**config.mk**
```make
export PLATFORM = sky130hd
export DESIGN_NAME = line_unit_reset_control
export DESIGN_NICKNAME = d
export VERILOG_FILES = /design/src/reset_ctrl_pkg.sv /design/src/line_unit_reset_control.sv
export SDC_FILE = /design/constraint.sdc
export NUM_CORES = 1
export LEC_CHECK = 0
export BUFFER_PORTS_ARGS = -buffer_cell sky130_fd_sc_hd__buf_2
export CELL_PAD_IN_SITES_DETAIL_PLACEMENT = 1
export CELL_PAD_IN_SITES_GLOBAL_PLACEMENT = 1
export CORE_MARGIN = 2
export CORE_UTILIZATION = 47
export CTS_BUF_LIST = sky130_fd_sc_hd__clkbuf_16
export DETAILED_ROUTE_END_ITERATION = 10
export HOLD_SLACK_MARGIN = 0.1
export PLACE_DENSITY = 0.8
export SLEW_MARGIN = 10
export SYNTH_ARGS = -nofsm -noshare
export SYNTH_HDL_FRONTEND = slang
export SYNTH_SLANG_ARGS = --single-unit
```
**constraint.sdc**
```tcl
create_clock -name MCLK_I -period 17.4 [get_ports MCLK_I]
set_input_delay 2.61 -clock MCLK_I [delete_from_list [all_inputs] [get_ports MCLK_I]]
set_output_delay 2.61 -clock MCLK_I [all_outputs]
set_load 0.005 [all_outputs]
```
**src/reset_ctrl_pkg.sv**
```systemverilog
// What this block does
// device reset tristates all line pairs; channel only its own
// device reset returns channel line mode to T1/J1
// reset sets system interface to dual-rail NRZ
// device reset makes data and general pins inputs
// reset clears state machines of its scope
// reset masks interrupt sources of its scope
// reset loads register defaults of its scope
// power-on reset ends within 1 ms with clock
// low reset pin holds device in reset
// board holds reset pin low over 1 us
// global reset register write resets within 1 us
// channel reset bit self-clears within 1 us
// channel reset spares global logic and pins
// channel reset spares all other channels
// channel reset keeps line mode select bit
// line pairs tristated while any reset runs
// device resets cover common blocks too
// clock return after loss forces device reset
// any data written to reset register triggers
// pin and power-on release synchronised to clock
// device reset overrides a channel reset request
package reset_ctrl_pkg;
   localparam int NCH = 16;
   localparam int CLK_MHZ = 125;
   // ==========================================================
   // timing
   localparam int POR_TIME_US = 1000;
   localparam int SW_TIME_NS = 1000;
   // power-on wait is half the 1 ms ceiling, leaving margin for clock tolerance
   localparam int POR_CYC = (POR_TIME_US * CLK_MHZ) / 2 - 1;
   localparam int SW_CYC_RAW = (SW_TIME_NS * CLK_MHZ) / 1000;
   localparam int SW_CYC = SW_CYC_RAW - 4;
   localparam logic [7:0] SW_CYC_V = 8'(SW_CYC);
   // ==========================================================
   // register map: global at 0x000, channel n config at 0x100 + 4*n
   localparam logic [11:0] RST_ADDR = 12'h000;
   localparam logic [11:0] GCF_ADDR = 12'h004;
   localparam logic [11:0] GPIO_ADDR = 12'h008;
   localparam logic [11:0] STAT_ADDR = 12'h00c;
   localparam logic [11:0] CH_CFG_BASE = 12'h100;
   localparam logic [11:0] CHMSK_BASE = 12'h200;
   localparam int MODE_BIT = 0;
   localparam int CH_SRST_BIT = 1;
   localparam logic [7:0] GCF_DEF = 8'h02;
   localparam logic [3:0] GPIO_DEF = 4'h0;
   localparam logic [7:0] CHMSK_DEF = 8'hff;
   localparam logic [1:0] RESP_OKAY = 2'b00;
   localparam logic [1:0] RESP_SLVERR = 2'b10;
   typedef enum logic [1:0] {
      DEV_HOLD = 2'b00,
      DEV_RUN = 2'b01,
      DEV_SWRST = 2'b10
   } dev_state_t;
endpackage : reset_ctrl_pkg

```
**src/line_unit_reset_control.sv**
```systemverilog
// Chosen here: the AXI4-Lite slave port and the placing of the registers.
module line_unit_reset_control (
   // clock and reset
   input wire logic MCLK_I,
   input wire logic SYS_RST_I,
   // board pins
   input wire logic PWR_OK_I,
   input wire logic RST_N_I,
   input wire logic CLK_LOST_I,
   // axi4-lite write
   input wire logic [11:0] AWADDR_I,
   input wire logic AWVALID_I,
   output logic AWREADY_O,
   input wire logic [31:0] WDATA_I,
   input wire logic [3:0] WSTRB_I,
   input wire logic WVALID_I,
   output logic WREADY_O,
   output logic [1:0] BRESP_O,
   output logic BVALID_O,
   input wire logic BREADY_I,
   // axi4-lite read
   input wire logic [11:0] ARADDR_I,
   input wire logic ARVALID_I,
   output logic ARREADY_O,
   output logic [31:0] RDATA_O,
   output logic [1:0] RRESP_O,
   output logic RVALID_O,
   input wire logic RREADY_I,
   // reset effects
   output logic DEV_RST_O,
   output logic [15:0] CH_RST_O,
   output logic [15:0] LINE_HIZ_O,
   output logic [15:0] LINE_MODE_E1_O,
   output logic [15:0] SYS_NRZ_O,
   output logic [15:0] CH_IRQ_MASKED_O,
   output logic DATA_BUS_IN_O,
   output logic [1:0] GPIO_OE_O
);
   localparam int N = reset_ctrl_pkg::NCH;
   // ==========================================================
   // synchronisers for pin and power condition
   logic pin_s1_r, pin_s2_r, pwr_s1_r, pwr_s2_r, lost_s1_r, lost_s2_r, lost_d_r;
   // pin and power release staged through two flops
   always_ff @(posedge MCLK_I or posedge SYS_RST_I) begin
      if (SYS_RST_I) begin
         pin_s1_r <= 1'b0;
         pin_s2_r <= 1'b0;
         pwr_s1_r <= 1'b0;
         pwr_s2_r <= 1'b0;
         lost_s1_r <= 1'b0;
         lost_s2_r <= 1'b0;
         lost_d_r <= 1'b0;
      end else begin
         pin_s1_r <= RST_N_I;
         pin_s2_r <= pin_s1_r;
         pwr_s1_r <= PWR_OK_I;
         pwr_s2_r <= pwr_s1_r;
         lost_s1_r <= CLK_LOST_I;
         lost_s2_r <= lost_s1_r;
         lost_d_r <= lost_s2_r;
      end
   end
   wire logic clk_back = lost_d_r & ~lost_s2_r;
   wire logic hw_hold = ~pin_s2_r | ~pwr_s2_r | lost_s2_r;
   // ==========================================================
   // device reset sequencer
   reset_ctrl_pkg::dev_state_t st_r, st_nxt;
   logic [17:0] cnt_r, cnt_nxt;
   logic por_done_r, por_done_nxt;
   logic sw_req;
   // power-on counts up to half of 1 ms once powered; pin only holds
   always_comb begin
      st_nxt = st_r;
      cnt_nxt = cnt_r;
      por_done_nxt = por_done_r;
      if (~pwr_s2_r) por_done_nxt = 1'b0;
      if (hw_hold | clk_back) begin
         st_nxt = reset_ctrl_pkg::DEV_HOLD;
         cnt_nxt = '0;
      end else begin
         unique case (st_r)
            reset_ctrl_pkg::DEV_HOLD: begin
               // power-on wait only once; pin release leaves at once
               if (por_done_r || cnt_r >= 18'(reset_ctrl_pkg::POR_CYC)) begin
                  st_nxt = reset_ctrl_pkg::DEV_RUN;
                  por_done_nxt = 1'b1;
                  cnt_nxt = '0;
               end else cnt_nxt = cnt_r + 18'd1;
            end
            reset_ctrl_pkg::DEV_RUN: begin
               if (sw_req) begin
                  st_nxt = reset_ctrl_pkg::DEV_SWRST;
                  cnt_nxt = '0;
               end
            end
            reset_ctrl_pkg::DEV_SWRST: begin
               if (cnt_r >= 18'(reset_ctrl_pkg::SW_CYC)) st_nxt = reset_ctrl_pkg::DEV_RUN;
               else cnt_nxt = cnt_r + 18'd1;
            end
            default: st_nxt = reset_ctrl_pkg::DEV_HOLD;
         endcase
      end
   end
   always_ff @(posedge MCLK_I or posedge SYS_RST_I) begin
      if (SYS_RST_I) begin
         st_r <= reset_ctrl_pkg::DEV_HOLD;
         cnt_r <= '0;
         por_done_r <= 1'b0;
      end else begin
         st_r <= st_nxt;
         cnt_r <= cnt_nxt;
         por_done_r <= por_done_nxt;
      end
   end
   wire logic dev_rst = (st_nxt != reset_ctrl_pkg::DEV_RUN);
   // sequencer checks; the count bound sits inside 1 ms
   a_por_bound: assert property (@(posedge MCLK_I) disable iff (SYS_RST_I)
      cnt_r < 18'(reset_ctrl_pkg::POR_TIME_US * reset_ctrl_pkg::CLK_MHZ))
      else $error("power-on count past its ceiling");
   a_pin_hold: assert property (@(posedge MCLK_I) disable iff (SYS_RST_I)
      hw_hold |=> DEV_RST_O)
      else $error("reset pin low but device not held");
   a_clk_return: assert property (@(posedge MCLK_I) disable iff (SYS_RST_I)
      clk_back |=> DEV_RST_O)
      else $error("clock return did not reset device");
   a_sw_rst_done: assert property (@(posedge MCLK_I) disable iff (SYS_RST_I)
      st_r == reset_ctrl_pkg::DEV_SWRST |-> ##[0:125] st_r != reset_ctrl_pkg::DEV_SWRST)
      else $error("global software reset overran");
   c_sw_rst: cover property (@(posedge MCLK_I) disable iff (SYS_RST_I)
      st_r == reset_ctrl_pkg::DEV_SWRST);
   c_clk_return: cover property (@(posedge MCLK_I) disable iff (SYS_RST_I) clk_back);
   // ==========================================================
   // axi4-lite slave, one write and one read at a time
   logic aw_ok_r, w_ok_r, bv_r, ar_r, rv_r;
   logic [11:0] awa_r, ara_r;
   logic [31:0] wd_r, rd_r;
   logic [1:0] br_r, rr_r;
   logic aw_ok_nxt, w_ok_nxt, bv_nxt, rv_nxt;
   logic [11:0] awa_nxt;
   logic [31:0] wd_nxt, rd_nxt;
   logic [1:0] br_nxt, rr_nxt;
   logic wr_go;
   logic [7:0] gcf_r, gcf_nxt;
   logic [3:0] gpio_r, gpio_nxt;
   logic [N-1:0] mode_r, mode_nxt, chrq_r, chrq_nxt;
   logic [7:0] msk_r [N], msk_nxt [N];
   logic [7:0] chc_r [N], chc_nxt [N];
   logic [N-1:0] ch_act, all_msk;
   // an item moves only on valid and ready together, as the master sees it
   wire logic aw_hs = AWVALID_I & AWREADY_O;
   wire logic w_hs = WVALID_I & WREADY_O;
   wire logic ar_hs = ARVALID_I & ARREADY_O;
   wire logic [3:0] wch = aw_hs ? AWADDR_I[5:2] : awa_r[5:2];
   // trigger decoded apart from the register process: no loop through dev_rst
   assign sw_req = (aw_ok_r | aw_hs) & (w_ok_r | w_hs)
      & ((aw_hs ? AWADDR_I : awa_r) == reset_ctrl_pkg::RST_ADDR);
   wire logic [3:0] rch = ARADDR_I[5:2];
   // write path and all software-visible registers
   always_comb begin
      aw_ok_nxt = aw_ok_r | aw_hs;
      w_ok_nxt = w_ok_r | w_hs;
      awa_nxt = aw_hs ? AWADDR_I : awa_r;
      wd_nxt = w_hs ? WDATA_I : wd_r;
      bv_nxt = bv_r & ~BREADY_I;
      br_nxt = br_r;
      gcf_nxt = gcf_r;
      gpio_nxt = gpio_r;
      mode_nxt = mode_r;
      chrq_nxt = chrq_r;
      msk_nxt = msk_r;
      chc_nxt = chc_r;
      wr_go = aw_ok_nxt & w_ok_nxt;
      if (wr_go) begin
         aw_ok_nxt = 1'b0;
         w_ok_nxt = 1'b0;
         bv_nxt = 1'b1;
         br_nxt = reset_ctrl_pkg::RESP_OKAY;
         if (awa_nxt == reset_ctrl_pkg::RST_ADDR) br_nxt = reset_ctrl_pkg::RESP_OKAY;
         else if (awa_nxt == reset_ctrl_pkg::GCF_ADDR) begin
            if (WSTRB_I[0] | ~w_hs) gcf_nxt = wd_nxt[7:0];
         end else if (awa_nxt == reset_ctrl_pkg::GPIO_ADDR) gpio_nxt = wd_nxt[3:0];
         else if ({awa_nxt[11:6], 6'h00} == reset_ctrl_pkg::CH_CFG_BASE) begin
            mode_nxt[wch] = wd_nxt[reset_ctrl_pkg::MODE_BIT];
            chrq_nxt[wch] = wd_nxt[reset_ctrl_pkg::CH_SRST_BIT];
         end else if ({awa_nxt[11:6], 6'h00} == reset_ctrl_pkg::CHMSK_BASE)
            msk_nxt[wch] = wd_nxt[7:0];
         else br_nxt = reset_ctrl_pkg::RESP_SLVERR;
      end
      // channel reset: defaults but line mode kept
      for (int c = 0; c < N; c++) begin
         if (ch_act[c] && chc_r[c] >= reset_ctrl_pkg::SW_CYC_V) chrq_nxt[c] = 1'b0;
         if (ch_act[c]) msk_nxt[c] = reset_ctrl_pkg::CHMSK_DEF;
         chc_nxt[c] = ch_act[c] ? chc_r[c] + 8'd1 : 8'd0;
      end
      // device reset: everything to default, requests dropped
      if (dev_rst) begin
         gcf_nxt = reset_ctrl_pkg::GCF_DEF;
         gpio_nxt = reset_ctrl_pkg::GPIO_DEF;
         mode_nxt = '0;
         chrq_nxt = '0;
         for (int c = 0; c < N; c++) msk_nxt[c] = reset_ctrl_pkg::CHMSK_DEF;
      end
      // a channel counts as masked when every source mask bit is set
      for (int c = 0; c < N; c++) all_msk[c] = &msk_nxt[c];
   end
   assign ch_act = chrq_r & {N{st_r == reset_ctrl_pkg::DEV_RUN}};
   // channel reset checks
   for (genvar g = 0; g < N; g++) begin : g_ch_chk
      a_ch_clear: assert property (@(posedge MCLK_I) disable iff (SYS_RST_I)
         ch_act[g] && chc_r[g] >= reset_ctrl_pkg::SW_CYC_V |=> !chrq_r[g])
         else $error("channel reset bit not self-cleared");
   end
   a_mode_kept: assert property (@(posedge MCLK_I) disable iff (SYS_RST_I)
      (|chrq_r) && !wr_go && !dev_rst |=> $stable(mode_r))
      else $error("channel reset changed line mode");
   a_dev_drops_req: assert property (@(posedge MCLK_I) disable iff (SYS_RST_I)
      dev_rst |=> chrq_r == '0)
      else $error("channel request survived device reset");
   c_ch_rst: cover property (@(posedge MCLK_I) disable iff (SYS_RST_I) |ch_act);
   // read path
   always_comb begin
      rv_nxt = rv_r & ~RREADY_I;
      rd_nxt = rd_r;
      rr_nxt = rr_r;
      if (ar_hs) begin
         rv_nxt = 1'b1;
         rr_nxt = reset_ctrl_pkg::RESP_OKAY;
         rd_nxt = 32'h0000_0000;
         if (ARADDR_I == reset_ctrl_pkg::RST_ADDR) rd_nxt = 32'h0000_0000;
         else if (ARADDR_I == reset_ctrl_pkg::GCF_ADDR) rd_nxt[7:0] = gcf_r;
         else if (ARADDR_I == reset_ctrl_pkg::GPIO_ADDR) rd_nxt[3:0] = gpio_r;
         else if (ARADDR_I == reset_ctrl_pkg::STAT_ADDR) rd_nxt = {14'h0000, st_r, chrq_r};
         else if ({ARADDR_I[11:6], 6'h00} == reset_ctrl_pkg::CH_CFG_BASE)
            rd_nxt[1:0] = {chrq_r[rch], mode_r[rch]};
         else if ({ARADDR_I[11:6], 6'h00} == reset_ctrl_pkg::CHMSK_BASE)
            rd_nxt[7:0] = msk_r[rch];
         else rr_nxt = reset_ctrl_pkg::RESP_SLVERR;
      end
   end
   always_ff @(posedge MCLK_I or posedge SYS_RST_I) begin
      if (SYS_RST_I) begin
         aw_ok_r <= 1'b0;
         w_ok_r <= 1'b0;
         awa_r <= '0;
         wd_r <= '0;
         bv_r <= 1'b0;
         br_r <= '0;
         rv_r <= 1'b0;
         rd_r <= '0;
         rr_r <= '0;
         gcf_r <= reset_ctrl_pkg::GCF_DEF;
         gpio_r <= reset_ctrl_pkg::GPIO_DEF;
         mode_r <= '0;
         chrq_r <= '0;
         for (int c = 0; c < N; c++) begin
            msk_r[c] <= reset_ctrl_pkg::CHMSK_DEF;
            chc_r[c] <= 8'd0;
         end
      end else begin
         aw_ok_r <= aw_ok_nxt;
         w_ok_r <= w_ok_nxt;
         awa_r <= awa_nxt;
         wd_r <= wd_nxt;
         bv_r <= bv_nxt;
         br_r <= br_nxt;
         rv_r <= rv_nxt;
         rd_r <= rd_nxt;
         rr_r <= rr_nxt;
         gcf_r <= gcf_nxt;
         gpio_r <= gpio_nxt;
         mode_r <= mode_nxt;
         chrq_r <= chrq_nxt;
         msk_r <= msk_nxt;
         chc_r <= chc_nxt;
      end
   end
   // ==========================================================
   // registered outputs
   always_ff @(posedge MCLK_I or posedge SYS_RST_I) begin
      if (SYS_RST_I) begin
         AWREADY_O <= 1'b0;
         WREADY_O <= 1'b0;
         ARREADY_O <= 1'b0;
         DEV_RST_O <= 1'b1;
         CH_RST_O <= '1;
         LINE_HIZ_O <= '1;
         LINE_MODE_E1_O <= '0;
         SYS_NRZ_O <= '1;
         CH_IRQ_MASKED_O <= '1;
         DATA_BUS_IN_O <= 1'b1;
         GPIO_OE_O <= 2'b00;
      end else begin
         // ready pulses only in the cycle a handshake is possible
         AWREADY_O <= ~aw_ok_nxt & ~bv_nxt & ~AWREADY_O;
         WREADY_O <= ~w_ok_nxt & ~bv_nxt & ~WREADY_O;
         ARREADY_O <= ~rv_nxt & ~ARREADY_O;
         DEV_RST_O <= dev_rst;
         CH_RST_O <= {N{dev_rst}} | (chrq_nxt & {N{st_nxt == reset_ctrl_pkg::DEV_RUN}});
         LINE_HIZ_O <= {N{dev_rst}} | chrq_nxt;
         LINE_MODE_E1_O <= mode_nxt;
         SYS_NRZ_O <= {N{dev_rst}} | chrq_nxt;
         CH_IRQ_MASKED_O <= {N{dev_rst}} | chrq_nxt | all_msk;
         DATA_BUS_IN_O <= dev_rst;
         GPIO_OE_O <= dev_rst ? 2'b00 : gpio_nxt[1:0];
      end
   end
   assign BVALID_O = bv_r;
   assign BRESP_O = br_r;
   assign RVALID_O = rv_r;
   assign RDATA_O = rd_r;
   assign RRESP_O = rr_r;
   // pin effects while the whole device is held
   a_dev_hiz: assert property (@(posedge MCLK_I) disable iff (SYS_RST_I)
      DEV_RST_O |-> LINE_HIZ_O == 16'hffff && SYS_NRZ_O == 16'hffff)
      else $error("line pairs not tristated in device reset");
   a_dev_pins_in: assert property (@(posedge MCLK_I) disable iff (SYS_RST_I)
      DEV_RST_O |-> DATA_BUS_IN_O && GPIO_OE_O == 2'b00 && CH_IRQ_MASKED_O == 16'hffff)
      else $error("pins or masks not at reset state");
   c_pin_release: cover property (@(posedge MCLK_I) disable iff (SYS_RST_I)
      por_done_r && hw_hold ##1 !hw_hold);
endmodule : line_unit_reset_control

```
After elaboration in Yosys (flattened, before gate mapping)
Index checks and enable logic that the tools add are counted.

Flip-flop bits (word level): 442. Output and inout port bits: 125. Logic and storage cells: 344.

Add/sub/neg operators: 17. Order comparisons: 24. Equality and inequality tests: 18. Multiplexer cells: 134. Bitwise gates (word level): 39. Reductions and logical operators: 48.

Operators with widths (count): $mux 128 (7); $mux 8 (44); $mux 16 (12); $add 8x1->8 const B (16); $bwmux 128 (1); $ge 8x7->1 const B (16); $reduce_and 8->1 (16); $mux 18 (4); $pmux 18 s3 (1); $or 16x16->16 (3); $eq 12x4->1 const B (3); $mux 2 (17); $and 16x16->16 (2); $bmux 8 s4 (1); $bwmux 16 (2); $demux 8 s4 (1); $mux 32 (1); $mux 4 (7); $mux 1 (27); $eq 12x3->1 const B (2); $logic_not 12->1 (2); $mux 24 (1); $add 18x1->18 const B (1); $ge 18x16->1 const B (1); 31 further kinds (92).

Longest topological paths before layout
Depth in word-level cells: 18. Depth in mapped cells: 11.

Worst setup path after synthesis
Ideal clock, no wire load.

Kind: input to register. From: input AWADDR_I[6]. To: register cnt_r[10]. Setup time: 119 ps. Arrival time: 4912 ps. Path slack: 12370 ps. Stages on the path: 9. Buffers on the path: 3. Cell sequence: or4_1 -> or3_1 -> buf_2 -> a2111o_1 -> a221o_1 -> buf_6 -> o21ai_2 -> buf_4 -> nor2_1.

Cells in the longest elaborated chain, start to end: 5.

RTL lines: from (decl) (RTL line line_unit_reset_control.sv:11) `input wire logic [11:0] AWADDR_I,`; $mux 12 (RTL line line_unit_reset_control.sv:156) `& ((aw_hs ? AWADDR_I : awa_r) == reset_ctrl_pkg::RST_ADDR);`; $logic_not 12->1 (RTL line line_unit_reset_control.sv:156); $and 1x1->1 (RTL line line_unit_reset_control.sv:156); $ne 3x3->1 (no line); $reduce_and 3->1 (no line); to (signal assigned) (RTL line line_unit_reset_control.sv:111) `cnt_r <= cnt_nxt;`; to (decl) (RTL line line_unit_reset_control.sv:68) `logic [17:0] cnt_r, cnt_nxt;`.

No other way between the ends. A chain may end at the register's enable or synchronous reset.

Final worst setup path
From: input AWVALID_I. To: register LINE_MODE_E1_O[0].

Cells in the longest elaborated chain, start to end: 13.

RTL lines: from (decl) (RTL line line_unit_reset_control.sv:12) `input wire logic AWVALID_I,`; $and 1x1->1 (*) (RTL line line_unit_reset_control.sv:150) `wire logic aw_hs = AWVALID_I & AWREADY_O;`; $mux 4 (RTL line line_unit_reset_control.sv:153) `wire logic [3:0] wch = aw_hs ? AWADDR_I[5:2] : awa_r[5:2];`; $lt 4x5->1 (implied by the code) or $ge 4x1->1 (tied branches) (RTL line line_unit_reset_control.sv:183) `mode_nxt[wch] = wd_nxt[reset_ctrl_pkg::MODE_BIT];`; $logic_and 1x1->1 (implied by the code) (RTL line line_unit_reset_control.sv:183); $mux 1 (implied by the code) (RTL line line_unit_reset_control.sv:183); $demux 1 s4 (RTL line line_unit_reset_control.sv:183); $bwmux 16 (RTL line line_unit_reset_control.sv:183); $mux 16 (RTL line line_unit_reset_control.sv:182) `else if ({awa_nxt[11:6], 6'h00} == reset_ctrl_pkg::CH_CFG_BASE) begin`; $mux 16 (RTL line line_unit_reset_control.sv:181) `end else if (awa_nxt == reset_ctrl_pkg::GPIO_ADDR) gpio_nxt = wd_nxt[3:0];`; $mux 16 (RTL line line_unit_reset_control.sv:179) `else if (awa_nxt == reset_ctrl_pkg::GCF_ADDR) begin`; $mux 16 (RTL line line_unit_reset_control.sv:178) `if (awa_nxt == reset_ctrl_pkg::RST_ADDR) br_nxt = reset_ctrl_pkg::RESP_OKAY;`; $mux 16 (RTL line line_unit_reset_control.sv:173) `if (wr_go) begin`; $mux 16 (RTL line line_unit_reset_control.sv:196) `if (dev_rst) begin`; to (signal assigned) (RTL line line_unit_reset_control.sv:300) `LINE_MODE_E1_O <= mode_nxt;`; to (decl) (RTL line line_unit_reset_control.sv:33) `output logic [15:0] LINE_MODE_E1_O,`.

Mark *: on every way between the ends. The rest lies on a longest branch, timed or not. The select of a mux whose other input is x is not followed.

==> summary.md <==
| Metric | Value |
|---|---|
| Vias in the first global route | `around 17,000` |
| Peak per-stage delay on the critical path | `just over 700 ps` |
| Clock buffer depth | `3` |
| Hold slack final | `347 ps` |
| Initial drt markers | `1,154` |
| Setup_tns | `0 ps` |
| Cells after Synth | `roughly 1,900` |
| Ys flop type | `dfrtp_1` |
| Clock transition at path regs | `about 60 ps` |
| CTS sink cnt | `about 410` |
| Initial antenna violation count | `5` |
| Fin cells | `about 2,600` |
| CTS tree | `built` |
| Leakage | `roughly 10 nW` |
| Crit path max fanout | `79` |
| Commonest cells after routing, fill and taps aside | `nand2_1 (271), dfrtp_1 (246), nor2_1 (227)` |
| Post-synth ARST share | `1.00` |
| DR vias/cell | `between 6 and 7` |
| Post-Syn Area | `slightly above 20,000 sq um` |
| Clock Latency Late Sink | `590 ps` |
| Minimum clock period | `roughly 6000 ps` |
| Core Region | `about 43,000 sq um` |
| Fmax | `167 MHz` |
| Resize count post-CTS | `0` |
| Status | `finished, final reports clean` |
| Final Cycle Share | `0.344` |
| Relative slew slack | `0.151` |
| Slowest-stage cell, CP | `buf_4` |
| Postcts setup bufs | `0` |
| Cells along the critical path | `buf_2, nand2_1, nand3b_1, a2111o_1, nand3_1, a311o_1, nor2_4, buf_4, clkinv_1, buf_4, a211oi_1` |
| Sequential-to-total area share from yosys stat | `0.514` |
| Starting Density | `0.473` |
| RSZ-0062 raised after global routing | `no` |
| Synth Area per Inst | `between 10 and 15 sq um` |
| Largest net degree at the start of global routing | `approximately 150` |
| Remaining antenna violation count after routing | `0` |
| Hpwl dp | `between 40,000 and 50,000 um` |
| Core Rows | `76` |
| Boundary Pins | `about 200` |
| PD cells | `between 100 and 150 nW/um^2` |
| Root Driver | `clkbuf_16` |
| Worst hold path type | `reg -> reg` |
| Die height | `between 200 and 250 um` |
| Global-route wire length before repair | `between 90,000 and 100,000 um` |
| Commonest non-fill, non-tap cell in the layout | `nand2_1` |
| Final hold violation count | `0` |
| Clock Skews | `around 24 ps` |
| Startpoint types | `primary input` |
| Slew Limit Fails | `0` |
| CP Capture Type | `flop` |
| CP most frequent cell | `buf_4` |
| Worst IR Drop VDD | `approximately 77 uV` |
| Drt first pass iters | `5` |
| Post-synth EDFFs | `0` |
| Synth warnings | `0` |
| Placed insts | `~2,500` |
| Required @ worst endpoint | `between 15,000 and 20,000 ps` |
| Area growth, synth to finish | `11.5%` |
| Worst Tran Pin Value | `1270 ps` |
| Nets | `~2,200` |
| Synth Register Bits | `around 410` |
| Final setup viols | `0` |
| Share of layout cells above drive strength 1 | `0.232` |
| Die area | `44,800 sq um` |
| Routed vias | `between 15,000 and 20,000` |
| Port Buffers | `around 150` |
| Synth cell types | `65` |
| Drc violations | `0` |
| MaxCap Viol Count | `0` |
| Horiz. Die Dim | `between 200 and 250 um` |
| GRT Overall Usage | `0.277` |
| CTS Hold Bufs | `0` |
| Routed len/inst | `around 23 um` |
| Critical path class | `in -> reg` |
| # H-tree levels | `2` |
| TritonCTS buffer count | `45` |
| Total length of routed wires | `60,700 um` |
| Gr ovfl total | `0` |
| Critical Path AT | `about 6500 ps` |
| Tot Pwr | `2.26 mW` |
| Routability congestion estimate | `around 0.88` |
## report_power, final
group | internal [mW] | switching, mW | total, mW | leakage [nW]
Clock | 0.516 | 0.396 | 0.913 | 0.705
Combinational | 0.0785 | 0.252 | 0.330 | 4.25
Sequential | 0.988 | 0.0324 | 1.02 | 5.07
## registers in the layout, summed over array words and instances, names as in the netlist, 8 cells and up
name	count
LINE_MODE_E1_O	16
chrq_r	16
wd_r	8
RDATA_O	18
msk_r	128
gcf_r	8
CH_IRQ_MASKED_O	16
SYS_NRZ_O	13
awa_r	12
chc_r	128
cnt_r	18
## cells by family after synthesis
kind of cell | after synthesis | synth area share
buf+inv | 211 | 0.0498
other cells | 1 | 0.000185
mux | 98 | 0.0795
simple gates | 747 | 0.166
xor+xnor | 87 | 0.0376
compound gates | 336 | 0.119
flops | 408 | 0.514
fa+ha+maj | 55 | 0.0340
## routing by layer
metal,share of wire,wire (um),GRT usage,vias up
met1,0.40,24600,0.350,8225
li1,-,-,-,7059
met3,0.060,3630,0.0562,146
met5,0.00035,21,0,-
met2,0.49,29900,0.464,480
met4,0.042,2570,0.116,4
## worst paths after layout
check	startpoint	end	slack, ps	cells past startpoint
min reg2reg	pin_s1_r	pin_s2_r	350	0
min in group asynchronous	SYS_RST_I	awa_r[11]	2230	2
max reg2reg	AWREADY_O	LINE_MODE_E1_O[0]	12980	10
max	AWVALID_I	LINE_MODE_E1_O[0]	11410	11
max in group asynchronous	SYS_RST_I	chc_r[126]	12770	4
min	pin_s1_r	pin_s2_r	350	0
## cells in the mapped netlist (9+ instances only)
library cell | instances | area, sq um
clkbuf_1 | 88 | 330
xnor2_1 | 35 | 307
o2111ai_1 | 128 | 1120
nor3_1 | 11 | 55.1
nand3_1 | 77 | 385
a22o_1 | 11 | 96.3
mux2i_1 | 36 | 360
buf_4 | 52 | 390
ha_1 | 55 | 688
o21ai_0 | 38 | 190
or3_1 | 24 | 150
mux2_2 | 13 | 146
inv_1 | 54 | 203
nand4_1 | 54 | 338
dfstp_2 | 162 | 4260
nor2_1 | 229 | 860
and3_1 | 37 | 231
o211ai_1 | 9 | 67.6
nand3b_1 | 9 | 67.6
mux4_2 | 49 | 1100
xor2_1 | 52 | 455
dfrtp_1 | 246 | 6160
a21oi_1 | 90 | 450
nand2_1 | 271 | 1020
## area by class of cell
class / count / area, sq um
timing repair buffer: 177 / 951
tap: 546 / 683
fill: 4712 / 20200
multi-input combinational: 1339 / 8930
clock inverter: 36 / 211
clock buffer: 47 / 1180
inverter: 55 / 214
antenna: 1 / 2.50
sequential: 408 / 10400
## metrics by stage
| step | setup slack, ps | utilization | instance area, sq um |
|---|---|---|---|
| final | 11410 | 0.528 | 22600 |
| after floorplan | 3710 | - | 20300 |
| after CTS | 11380 | 0.528 | 22600 |
| after detailed placement | 10790 | 0.495 | 21200 |
| after global routing | 11040 | 0.528 | 22600 |
| after global placement | 11030 | 0.495 | 21200 |
## critical path, delay by kind of cell
family	cells	cell delay, ps
AO/OA/AOI/OAI	3	920
AND/OR/NAND/NOR	4	1100
buffers and inverters	4	1780
Note: power is estimated with default switching activity, not from simulation.
